--- src/hdl/lin_brk_pkg.sv ---
package lin_brk_pkg;
    typedef enum logic [2:0] {TX_IDLE, TX_IDLEC, TX_BREAK, TX_BSTOP, TX_DATA} tx_state_t;
    typedef enum logic {RX_WAIT, RX_BUSY} rx_state_t;
    // Register indices on the plain register port.
    localparam logic [3:0] A_CTRL1 = 4'h0;
    localparam logic [3:0] A_CTRL2 = 4'h1;
    localparam logic [3:0] A_CTRL3 = 4'h2;
    localparam logic [3:0] A_STAT  = 4'h3;
    localparam logic [3:0] A_DATA  = 4'h4;
    localparam logic [3:0] A_BAUD  = 4'h5;
    localparam logic [3:0] A_HLEN  = 4'h6;
    localparam logic [3:0] A_MASK  = 4'h7;
    // Field positions.
    localparam int B_WLEN   = 4;
    localparam int B_BRK    = 0;
    localparam int B_MUTE   = 1;
    localparam int B_TXEN   = 3;
    localparam int B_LINSLV = 5;
    localparam int B_LINEN  = 6;
    localparam int F_RXF    = 0;
    localparam int F_HDET   = 1;
    localparam int F_HERR   = 2;
    localparam int S_TXBUSY = 3;
    // Reset values.
    localparam logic [7:0] BAUD_RST = 8'h1F;
    localparam logic [7:0] ZERO8    = 8'h00;
    localparam logic [2:0] MASK_RST = 3'h0;
    // Bit-time figures.
    localparam logic [3:0] LEN_BRK_M0  = 4'hA;
    localparam logic [3:0] LEN_BRK_M1  = 4'hB;
    localparam logic [3:0] LEN_BRK_LIN = 4'hD;
    localparam logic [3:0] FRAME_M0    = 4'hA;
    localparam logic [3:0] FRAME_M1    = 4'hB;
    localparam logic [3:0] SUB_LAST    = 4'hF;
    localparam logic [3:0] SUB_MID     = 4'h7;
    localparam logic [3:0] BRK_DET_BITS = 4'hB;
    localparam logic [7:0] HDR_MAX_BITS = 8'h39;
endpackage

--- src/hdl/lin_sci_break_and_header_mute.sv ---
// The address-and-strobe port and the address map were chosen for this implementation.
`timescale 1ns/1ps
module lin_sci_break_and_header_mute #(
    parameter logic [7:0] BAUD_RESET = lin_brk_pkg::BAUD_RST,
    parameter int         HDR_LIMIT  = 57
) (
    input  wire logic       CORE_CLK,
    input  wire logic       RESET,
    input  wire logic       CE,
    input  wire logic [3:0] ADDR,
    input  wire logic [7:0] WDATA,
    input  wire logic       WR,
    input  wire logic       RD,
    output logic      [7:0] RDATA,
    input  wire logic       RXD,
    output logic            TXD,
    output logic            IRQ
);
    if (HDR_LIMIT <= 11 || HDR_LIMIT > 250) begin : g_chk
        $error("HDR_LIMIT out of range");
    end

    localparam logic [7:0] HDR_LIM = 8'(HDR_LIMIT);

    lin_brk_pkg::tx_state_t tx_st_q;
    lin_brk_pkg::rx_state_t rx_st_q;
    logic [7:0]  baud_q, baud_cnt_q, tdr_q, rdr_q, hlen_q, rdata_q, low_cnt_q, hdr_bits_q;
    logic        wlen_q, sbk_q, rwu_q, te_q, linen_q, linslv_q;
    logic [2:0]  flags_q, snap_q, mask_q, flag_set;
    logic        arm_q, brk_req_q, idle_req_q, tx_full_q, txd_q;
    logic [3:0]  tx_sub_q, tx_cnt_q, rx_sub_q, rx_idx_q, hdr_sub_q;
    logic [10:0] tx_sh_q;
    logic        s1_q, s2_q, s3_q, rx_lvl_q, rx_prev_q;
    logic        hdr_act_q, hdr_byte_q;
    logic        tick16, bit_end, rx_done, brk_det, hdr_to, hdr_ok, data_rd, stat_rd;
    logic [3:0]  brk_len, frame_len;
    logic        lin_master;

    assign stat_rd    = CE && RD && ADDR == lin_brk_pkg::A_STAT;
    assign data_rd    = CE && RD && ADDR == lin_brk_pkg::A_DATA;
    assign lin_master = linen_q && !wlen_q;
    assign frame_len  = wlen_q ? lin_brk_pkg::FRAME_M1 : lin_brk_pkg::FRAME_M0;
    assign brk_len    = lin_master ? lin_brk_pkg::LEN_BRK_LIN :
                        (wlen_q ? lin_brk_pkg::LEN_BRK_M1 : lin_brk_pkg::LEN_BRK_M0);

    // Oversample tick, sixteen per bit time.
    assign tick16  = CE && baud_cnt_q == baud_q;
    assign bit_end = tick16 && tx_sub_q == lin_brk_pkg::SUB_LAST;

    always_ff @(posedge CORE_CLK or posedge RESET) begin
        if (RESET) begin
            baud_cnt_q <= lin_brk_pkg::ZERO8;
        end else if (CE) begin
            baud_cnt_q <= tick16 ? lin_brk_pkg::ZERO8 : baud_cnt_q + 8'h01;
        end
    end

    // Control registers written by software.
    always_ff @(posedge CORE_CLK or posedge RESET) begin
        if (RESET) begin
            wlen_q   <= 1'b0;
            sbk_q    <= 1'b0;
            te_q     <= 1'b0;
            linen_q  <= 1'b0;
            linslv_q <= 1'b0;
            baud_q   <= BAUD_RESET;
            mask_q   <= lin_brk_pkg::MASK_RST;
        end else if (CE && WR) begin
            unique case (ADDR)
                lin_brk_pkg::A_CTRL1: wlen_q <= WDATA[lin_brk_pkg::B_WLEN];
                lin_brk_pkg::A_CTRL2: begin
                    sbk_q <= WDATA[lin_brk_pkg::B_BRK];
                    te_q  <= WDATA[lin_brk_pkg::B_TXEN];
                end
                lin_brk_pkg::A_CTRL3: begin
                    linen_q  <= WDATA[lin_brk_pkg::B_LINEN];
                    linslv_q <= WDATA[lin_brk_pkg::B_LINSLV];
                end
                lin_brk_pkg::A_BAUD: baud_q <= WDATA;
                lin_brk_pkg::A_MASK: mask_q <= WDATA[2:0];
                default: ;
            endcase
        end
    end

    // Mute bit: software write wins, a good header wakes, a timeout leaves it as is.
    always_ff @(posedge CORE_CLK or posedge RESET) begin
        if (RESET) begin
            rwu_q <= 1'b0;
        end else if (CE) begin
            if (WR && ADDR == lin_brk_pkg::A_CTRL2) begin
                rwu_q <= WDATA[lin_brk_pkg::B_MUTE];
            end else if (hdr_ok) begin
                rwu_q <= 1'b0;
            end
        end
    end

    // Requests: a rising send-break write and a transmit enable off-to-on write.
    always_ff @(posedge CORE_CLK or posedge RESET) begin
        if (RESET) begin
            brk_req_q  <= 1'b0;
            idle_req_q <= 1'b0;
            tx_full_q  <= 1'b0;
            tdr_q      <= lin_brk_pkg::ZERO8;
        end else if (CE) begin
            if (WR && ADDR == lin_brk_pkg::A_CTRL2 && WDATA[lin_brk_pkg::B_BRK] && !sbk_q) begin
                brk_req_q <= 1'b1;
            end else if (tx_st_q != lin_brk_pkg::TX_BREAK && tx_st_q != lin_brk_pkg::TX_IDLEC &&
                         tx_st_q != lin_brk_pkg::TX_BSTOP && (tx_st_q == lin_brk_pkg::TX_IDLE) &&
                         te_q && !idle_req_q && (brk_req_q || sbk_q)) begin
                brk_req_q <= 1'b0;
            end
            if (WR && ADDR == lin_brk_pkg::A_CTRL2 && WDATA[lin_brk_pkg::B_TXEN] && !te_q) begin
                idle_req_q <= 1'b1;
            end else if (tx_st_q == lin_brk_pkg::TX_IDLE && te_q) begin
                idle_req_q <= 1'b0;
            end
            if (WR && ADDR == lin_brk_pkg::A_DATA) begin
                tx_full_q <= 1'b1;
                tdr_q     <= WDATA;
            end else if (tx_st_q == lin_brk_pkg::TX_IDLE && te_q && !idle_req_q && !brk_req_q && !sbk_q) begin
                tx_full_q <= 1'b0;
            end
        end
    end

    // Transmitter: idle ahead of break ahead of data.
    always_ff @(posedge CORE_CLK or posedge RESET) begin
        if (RESET) begin
            tx_st_q  <= lin_brk_pkg::TX_IDLE;
            tx_sub_q <= 4'h0;
            tx_cnt_q <= 4'h0;
            tx_sh_q  <= 11'h7FF;
            txd_q    <= 1'b1;
        end else if (CE) begin
            if (tx_st_q == lin_brk_pkg::TX_IDLE) begin
                tx_sub_q <= 4'h0;
            end else if (tick16) begin
                tx_sub_q <= tx_sub_q + 4'h1;
            end
            unique case (tx_st_q)
                lin_brk_pkg::TX_IDLE: begin
                    txd_q <= 1'b1;
                    if (te_q && idle_req_q) begin
                        tx_st_q  <= lin_brk_pkg::TX_IDLEC;
                        tx_cnt_q <= frame_len;
                    end else if (te_q && (brk_req_q || sbk_q)) begin
                        tx_st_q  <= lin_brk_pkg::TX_BREAK;
                        tx_cnt_q <= brk_len;
                        txd_q    <= 1'b0;
                    end else if (te_q && tx_full_q) begin
                        tx_st_q  <= lin_brk_pkg::TX_DATA;
                        tx_cnt_q <= frame_len;
                        tx_sh_q  <= {2'b11, tdr_q, 1'b0};
                        txd_q    <= 1'b0;
                    end
                end
                lin_brk_pkg::TX_IDLEC: begin
                    if (bit_end) begin
                        tx_cnt_q <= tx_cnt_q - 4'h1;
                        if (tx_cnt_q == 4'h1) begin
                            tx_st_q <= lin_brk_pkg::TX_IDLE;
                        end
                    end
                end
                lin_brk_pkg::TX_BREAK: begin
                    if (bit_end) begin
                        tx_cnt_q <= tx_cnt_q - 4'h1;
                        if (tx_cnt_q == 4'h1) begin
                            tx_st_q <= lin_brk_pkg::TX_BSTOP;
                            txd_q   <= 1'b1;
                        end
                    end
                end
                lin_brk_pkg::TX_BSTOP: begin
                    if (bit_end) begin
                        if (sbk_q) begin
                            tx_st_q  <= lin_brk_pkg::TX_BREAK;
                            tx_cnt_q <= brk_len;
                            txd_q    <= 1'b0;
                        end else begin
                            tx_st_q <= lin_brk_pkg::TX_IDLE;
                        end
                    end
                end
                lin_brk_pkg::TX_DATA: begin
                    if (bit_end) begin
                        tx_cnt_q <= tx_cnt_q - 4'h1;
                        tx_sh_q  <= {1'b1, tx_sh_q[10:1]};
                        txd_q    <= tx_sh_q[1];
                        if (tx_cnt_q == 4'h1) begin
                            tx_st_q <= lin_brk_pkg::TX_IDLE;
                            txd_q   <= 1'b1;
                        end
                    end
                end
            endcase
        end
    end

    // Line input: three stages, a change counts once stages two and three agree.
    always_ff @(posedge CORE_CLK or posedge RESET) begin
        if (RESET) begin
            s1_q      <= 1'b1;
            s2_q      <= 1'b1;
            s3_q      <= 1'b1;
            rx_lvl_q  <= 1'b1;
            rx_prev_q <= 1'b1;
        end else if (CE) begin
            s1_q      <= RXD;
            s2_q      <= s1_q;
            s3_q      <= s2_q;
            rx_prev_q <= rx_lvl_q;
            if (s2_q == s3_q) begin
                rx_lvl_q <= s3_q;
            end
        end
    end

    // Receiver: start on a falling edge, sample mid-bit at oversample seven.
    assign rx_done = rx_st_q == lin_brk_pkg::RX_BUSY && tick16 && rx_sub_q == lin_brk_pkg::SUB_MID &&
                     rx_idx_q == frame_len - 4'h1 && rx_lvl_q;

    always_ff @(posedge CORE_CLK or posedge RESET) begin
        if (RESET) begin
            rx_st_q  <= lin_brk_pkg::RX_WAIT;
            rx_sub_q <= 4'h0;
            rx_idx_q <= 4'h0;
            rdr_q    <= lin_brk_pkg::ZERO8;
        end else if (CE) begin
            unique case (rx_st_q)
                lin_brk_pkg::RX_WAIT: begin
                    rx_sub_q <= 4'h0;
                    rx_idx_q <= 4'h0;
                    if (rx_prev_q && !rx_lvl_q) begin
                        rx_st_q <= lin_brk_pkg::RX_BUSY;
                    end
                end
                lin_brk_pkg::RX_BUSY: begin
                    if (tick16) begin
                        rx_sub_q <= rx_sub_q + 4'h1;
                        if (rx_sub_q == lin_brk_pkg::SUB_MID) begin
                            rx_idx_q <= rx_idx_q + 4'h1;
                            if ((rx_idx_q == 4'h0 && rx_lvl_q) || rx_idx_q == frame_len - 4'h1) begin
                                rx_st_q <= lin_brk_pkg::RX_WAIT;
                            end
                            if (rx_idx_q >= 4'h1 && rx_idx_q <= 4'h8) begin
                                rdr_q <= {rx_lvl_q, rdr_q[7:1]};
                            end
                        end
                    end
                end
            endcase
        end
    end

    // LIN slave header tracking from break detection to the identifier byte.
    assign brk_det = tick16 && !rx_lvl_q && low_cnt_q == {lin_brk_pkg::BRK_DET_BITS, 4'h0} - 8'h01;
    assign hdr_to  = hdr_act_q && hdr_bits_q > HDR_LIM;
    assign hdr_ok  = hdr_act_q && !hdr_to && rx_done && hdr_byte_q;

    always_ff @(posedge CORE_CLK or posedge RESET) begin
        if (RESET) begin
            low_cnt_q <= lin_brk_pkg::ZERO8;
        end else if (CE) begin
            if (rx_lvl_q) begin
                low_cnt_q <= lin_brk_pkg::ZERO8;
            end else if (tick16 && low_cnt_q != {lin_brk_pkg::BRK_DET_BITS, 4'h0}) begin
                low_cnt_q <= low_cnt_q + 8'h01;
            end
        end
    end

    always_ff @(posedge CORE_CLK or posedge RESET) begin
        if (RESET) begin
            hdr_act_q  <= 1'b0;
            hdr_sub_q  <= 4'h0;
            hdr_bits_q <= lin_brk_pkg::ZERO8;
            hdr_byte_q <= 1'b0;
        end else if (CE) begin
            if (brk_det && linen_q && linslv_q) begin
                hdr_act_q  <= 1'b1;
                hdr_sub_q  <= 4'h0;
                hdr_bits_q <= {4'h0, lin_brk_pkg::BRK_DET_BITS};
                hdr_byte_q <= 1'b0;
            end else if (hdr_to || hdr_ok) begin
                hdr_act_q <= 1'b0;
            end else if (hdr_act_q) begin
                if (rx_done) begin
                    hdr_byte_q <= 1'b1;
                end
                if (tick16) begin
                    hdr_sub_q <= hdr_sub_q + 4'h1;
                    if (hdr_sub_q == lin_brk_pkg::SUB_LAST) begin
                        hdr_bits_q <= hdr_bits_q + 8'h01;
                    end
                end
            end
        end
    end

    always_ff @(posedge CORE_CLK or posedge RESET) begin
        if (RESET) begin
            hlen_q <= lin_brk_pkg::ZERO8;
        end else if (CE) begin
            if (hdr_to) begin
                hlen_q <= lin_brk_pkg::ZERO8;
            end else if (hdr_ok) begin
                hlen_q <= hdr_bits_q;
            end
        end
    end

    // Sticky flags: a status read arms, the next data read clears what it saw; a new set wins.
    always_comb begin
        flag_set               = 3'h0;
        flag_set[lin_brk_pkg::F_RXF]  = rx_done && !rwu_q;
        flag_set[lin_brk_pkg::F_HDET] = hdr_ok;
        flag_set[lin_brk_pkg::F_HERR] = hdr_to;
    end

    always_ff @(posedge CORE_CLK or posedge RESET) begin
        if (RESET) begin
            flags_q <= 3'h0;
            snap_q  <= 3'h0;
            arm_q   <= 1'b0;
        end else if (CE) begin
            flags_q <= flag_set | (flags_q & ~((data_rd && arm_q) ? snap_q : 3'h0));
            if (stat_rd) begin
                arm_q  <= 1'b1;
                snap_q <= flags_q;
            end else if (data_rd) begin
                arm_q <= 1'b0;
            end
        end
    end

    always_ff @(posedge CORE_CLK or posedge RESET) begin
        if (RESET) begin
            rdata_q <= lin_brk_pkg::ZERO8;
        end else if (CE) begin
            rdata_q <= lin_brk_pkg::ZERO8;
            if (RD) begin
                unique case (ADDR)
                    lin_brk_pkg::A_CTRL1: rdata_q[lin_brk_pkg::B_WLEN] <= wlen_q;
                    lin_brk_pkg::A_CTRL2: rdata_q <= 8'(te_q << lin_brk_pkg::B_TXEN) | 8'(rwu_q << lin_brk_pkg::B_MUTE) |
                                                     8'(sbk_q << lin_brk_pkg::B_BRK);
                    lin_brk_pkg::A_CTRL3: rdata_q <= 8'(linen_q << lin_brk_pkg::B_LINEN) |
                                                     8'(linslv_q << lin_brk_pkg::B_LINSLV);
                    lin_brk_pkg::A_STAT:  rdata_q <= {4'h0, tx_st_q != lin_brk_pkg::TX_IDLE, flags_q};
                    lin_brk_pkg::A_DATA:  rdata_q <= rdr_q;
                    lin_brk_pkg::A_BAUD:  rdata_q <= baud_q;
                    lin_brk_pkg::A_HLEN:  rdata_q <= hlen_q;
                    lin_brk_pkg::A_MASK:  rdata_q <= {5'h00, mask_q};
                    default: ;
                endcase
            end
        end
    end

    assign RDATA = rdata_q;
    assign TXD   = txd_q;
    assign IRQ   = |(flags_q & mask_q);

    // Checks.
    logic [3:0] brk_seen_q;
    always_ff @(posedge CORE_CLK or posedge RESET) begin
        if (RESET) begin
            brk_seen_q <= 4'h0;
        end else if (CE) begin
            if (tx_st_q != lin_brk_pkg::TX_BREAK) begin
                brk_seen_q <= 4'h0;
            end else if (bit_end) begin
                brk_seen_q <= brk_seen_q + 4'h1;
            end
        end
    end
endmodule // lin_sci_break_and_header_mute

--- config.mk ---
export PLATFORM = sky130hd
export DESIGN_NAME = lin_sci_break_and_header_mute
export DESIGN_NICKNAME = d
export VERILOG_FILES = /design/src/hdl/lin_brk_pkg.sv /design/src/hdl/lin_sci_break_and_header_mute.sv
export SDC_FILE = /design/constraint.sdc
export NUM_CORES = 1
export LEC_CHECK = 0
export ABC_CLOCK_PERIOD_IN_PS = 4700
export BUFFER_PORTS_ARGS = -buffer_cell sky130_fd_sc_hd__buf_2
export CORE_UTILIZATION = 35
export CTS_CLUSTER_SIZE = 8
export DETAILED_ROUTE_END_ITERATION = 8
export SETUP_SLACK_MARGIN = 0.05
export SLEW_MARGIN = 20
export SYNTH_ARGS = -nofsm -noshare
export SYNTH_HDL_FRONTEND = slang
export SYNTH_SLANG_ARGS = --single-unit
--- constraint.sdc ---
create_clock -name CORE_CLK -period 4.7 [get_ports CORE_CLK]
set_input_delay 0.235 -clock CORE_CLK [delete_from_list [all_inputs] [get_ports CORE_CLK]]
set_output_delay 0.235 -clock CORE_CLK [all_outputs]
set_load 0.02 [all_outputs]
==> results.md <==
* Worst Hold Class: input pin to asynchronous set/reset pin
* Average wire per standard cell at ~18 um
* I/O Buffers at 27
* Crit path launch type: register
* Overall Global Routing Usage at 0.173
* Worst-Skew Late Latency at 0.42 ns
* Status: finished with violations
* Layout Area Growth over Synthesis at 14.2%
* Fin Setup TNS at 0 ns
* Synth warnings at 0
* Clock Path Buffers at 2
* Clock power frac at 0.390
* Sequential area share after synthesis at 0.464
* Placed cell area at between 7000 and 8000 um^2
* Post-synth top cells: dfrtp_1, mux2_2, nand2_1
* Iteration-0 DRC Markers at about 350
* Library cells used by synthesis at between 70 and 80
* Achievable Freq at around 360 MHz
* Finished Layout Cells at ~920
* RR Startpoint: baud_q[1]$_DFFE_PP1P_
* Area leader, netlist: dfrtp_1
* EDFF count, synth at 0
* Max cap viols at 0
* R2R depth at 5
* PwrDens at 455 nW/um^2
* Critical Path AT at ~3.1 ns
* Max-slew violations at 0
* DRT antenna net count at 0
* Worst Path Max Fanout at 12
* Inst Count DP at just under 900
* CTS buffer count at 17
* Internal power at approximately 2.4 mW
* Slew margin rel. at 0.355
* Crit path kind: register to register
* CP max-delay cell: or3_1
* Failing checks: hold timing
* Switching share of total power at 0.307
* Die X at between 100 and 150 um
* Postcts setup bufs at 0
* H-tree depth at 4
* Crit path buf inv count at 0
* TritonRoute pass-1 iters at 5
* Number of synthesized register bits at approximately 120
* Drc violations at 0
* Aggregate routed wire length at about 16000 um
* Final worst path period need at 2.78 ns
* RSZ-0062 raised after global routing: false
* Initial antenna violation count at 0
* Number of global-route vias before repair at 5011
* CTS tree: done
* Most frequent cell after synthesis: dfrtp_1
* Reg2reg end: hdr_bits_q[1]$_DFFE_PP0P_
* NumNets Final at about 700
* Worst setup EP type: register
* Critical Path RT at roughly 5.0 ns
* Design Area, Final at roughly 7600 um^2
* Cts-stage hold buffer count at 0
* Async set-reset flop share out of synthesis at 1.00
* Grt ovf at 0
* Top cell type's share of synthesized area at 0.389
* Layout cells sized above 1 at 0.224
* Final Util at 0.408
* Clk_skew at 0.00897 ns
* Fin Hold WS at -0.0390 ns
* Synth top area cells: dfrtp_1, mux2_2, dfstp_2
* Sw power at 1.07 mW
* Clock Sinks at between 100 and 150
* Overall power at 3.48 mW
* Post-Syn Instances at 650
* P_leak at between 3 and 4 nW
* Logic pwr share at 0.201
* VDD IR max at about 0.30 mV
* Placement Rows at 50
* Reg2Reg Setup Slack at 1.92 ns
* Stages on worst setup path at 5
* Resized cells post-CTS at 0
* Sequential share of power at 0.409
* Drt via density at 5.60
* Worst-path cell chain: xnor2_1 -> nand3_1 -> or3_1 -> or3_4 -> o32a_1
* Initial Utilization at 0.357
* Final period util at 0.592
* Die Height at around 140 um
* Synthesized area per cell at between 10 and 15 um^2
* ANT cells at 0
* Worst slew pin tran at 0.961 ns
* CTS clock-pin slew for the worst setup and hold paths at 0.06 ns
* Gpl congestion at approximately 0.85
* Setup crit start: baud_q[1]$_DFFE_PP1P_
* IO Pins at 28
* Predominant post-synthesis flop cell: dfrtp_1
* Largest net degree at the start of global routing at 90
* Dpl hpwl at around 11000 um
* Core Area at between 15000 and 20000 um^2
* CP top delay family: simple AND/OR/NAND/NOR gates
* First-pass GRT wire length at around 26000 um
* Via count at ~5000
* Synth Net Count at slightly below 700
* Final hold vios at 38
* Final setup fails at 0
* Cell area after synthesis at between 6000 and 7000 um^2
* Worst path max stage delay at ~0.72 ns
* Die Footprint at ~20000 um^2
* Root Buffer: clkbuf_16
per-stage QoR:
step                hold slack [ns]  setup WS [ns]
floorplan                     0.374           1.23
global placement              0.473           1.88
detailed placement            0.468           1.68
CTS                          0.0622           1.96
global route                 0.0390           1.71
finish                      -0.0390           1.92
state kept, by name, indices dropped and copies added, names as in the netlist, 4 cells and up:
name	cells
tx_sub_q	4
RDATA	8
rx_sub_q	4
rdr_q	8
baud_q	8
tx_sh_q	8
hlen_q	8
tx_cnt_q	4
baud_cnt_q	8
tdr_q	8
hdr_bits_q	8
rx_idx_q	4
low_cnt_q	8
hdr_sub_q	4
worst register-to-register path, delay by kind of cell, from the launching register on:
kind | cells | cell delay [ns]
AO/OA/AOI/OAI | 1 | 0.35
XOR/XNOR | 1 | 0.12
flip-flops | 1 | 0.55
AND/OR/NAND/NOR | 3 | 1.64
power groups by stage:
stage                     logic, mW  registers (mW)  clock network [mW]
after floorplan               0.587            1.34                   0
after global placement        0.670            1.43                   0
after detailed placement      0.699            1.43                   0
after CTS                     0.702            1.42                1.38
after global routing          0.784            1.45                1.43
final                         0.698            1.42                1.36
area by class of cell:
class,count,area [um^2]
clock buffers,21,440
clock inverters,11,171
fillers,1764,11100
inverters,31,121
multi-input cells,467,3350
flip-flops and latches,123,3100
well taps,234,293
repair buffers,29,150
per-layer routing:
metal	vias up	GRT usage	wire length [um]
li1	2432	-	-
met1	2554	0.237	7570
met2	125	0.278	7670
met3	20	0.0349	618
met4	0	0.0480	184
met5	-	0	0
cells in the final DEF, fill, tap and decap left out, types with 13 or more instances in the layout:
| cell | count |
|---|---|
| a21oi_1 | 23 |
| buf_2 | 27 |
| clkbuf_16 | 17 |
| dfrtp_1 | 104 |
| dfstp_2 | 19 |
| ha_1 | 15 |
| inv_1 | 30 |
| mux2_2 | 53 |
| nand2_1 | 51 |
| nand3_1 | 24 |
| nor2_1 | 35 |
| nor3_1 | 13 |
| o21ai_0 | 42 |
| xnor2_1 | 15 |
how the worst max path moves through the flow:
stage	slack, ns	endpoint
2_1_floorplan	1.23	RDATA[0]$_DFFE_PP0P_
3_3_place_gp	1.88	tx_cnt_q[1]$_DFFE_PP0P_
3_5_place_dp	1.68	tx_cnt_q[1]$_DFFE_PP0P_
4_1_cts	1.96	hdr_bits_q[1]$_DFFE_PP0P_
5_1_grt	1.71	tx_sh_q[4]$_DFFE_PP1P_
6_report	1.92	hdr_bits_q[1]$_DFFE_PP0P_
logic make-up after synthesis:
group                      Yosys count  synth area share
buffers and inverters               60            0.0348
AOI/OAI and AO/OA                  150             0.158
muxes                               65             0.111
xor gates and xnor gates            20            0.0262
and+or+nand+nor                    217             0.177
DFF                                123             0.464
adders and majority gates           15            0.0281
Note: power is estimated with default switching activity, not from simulation.
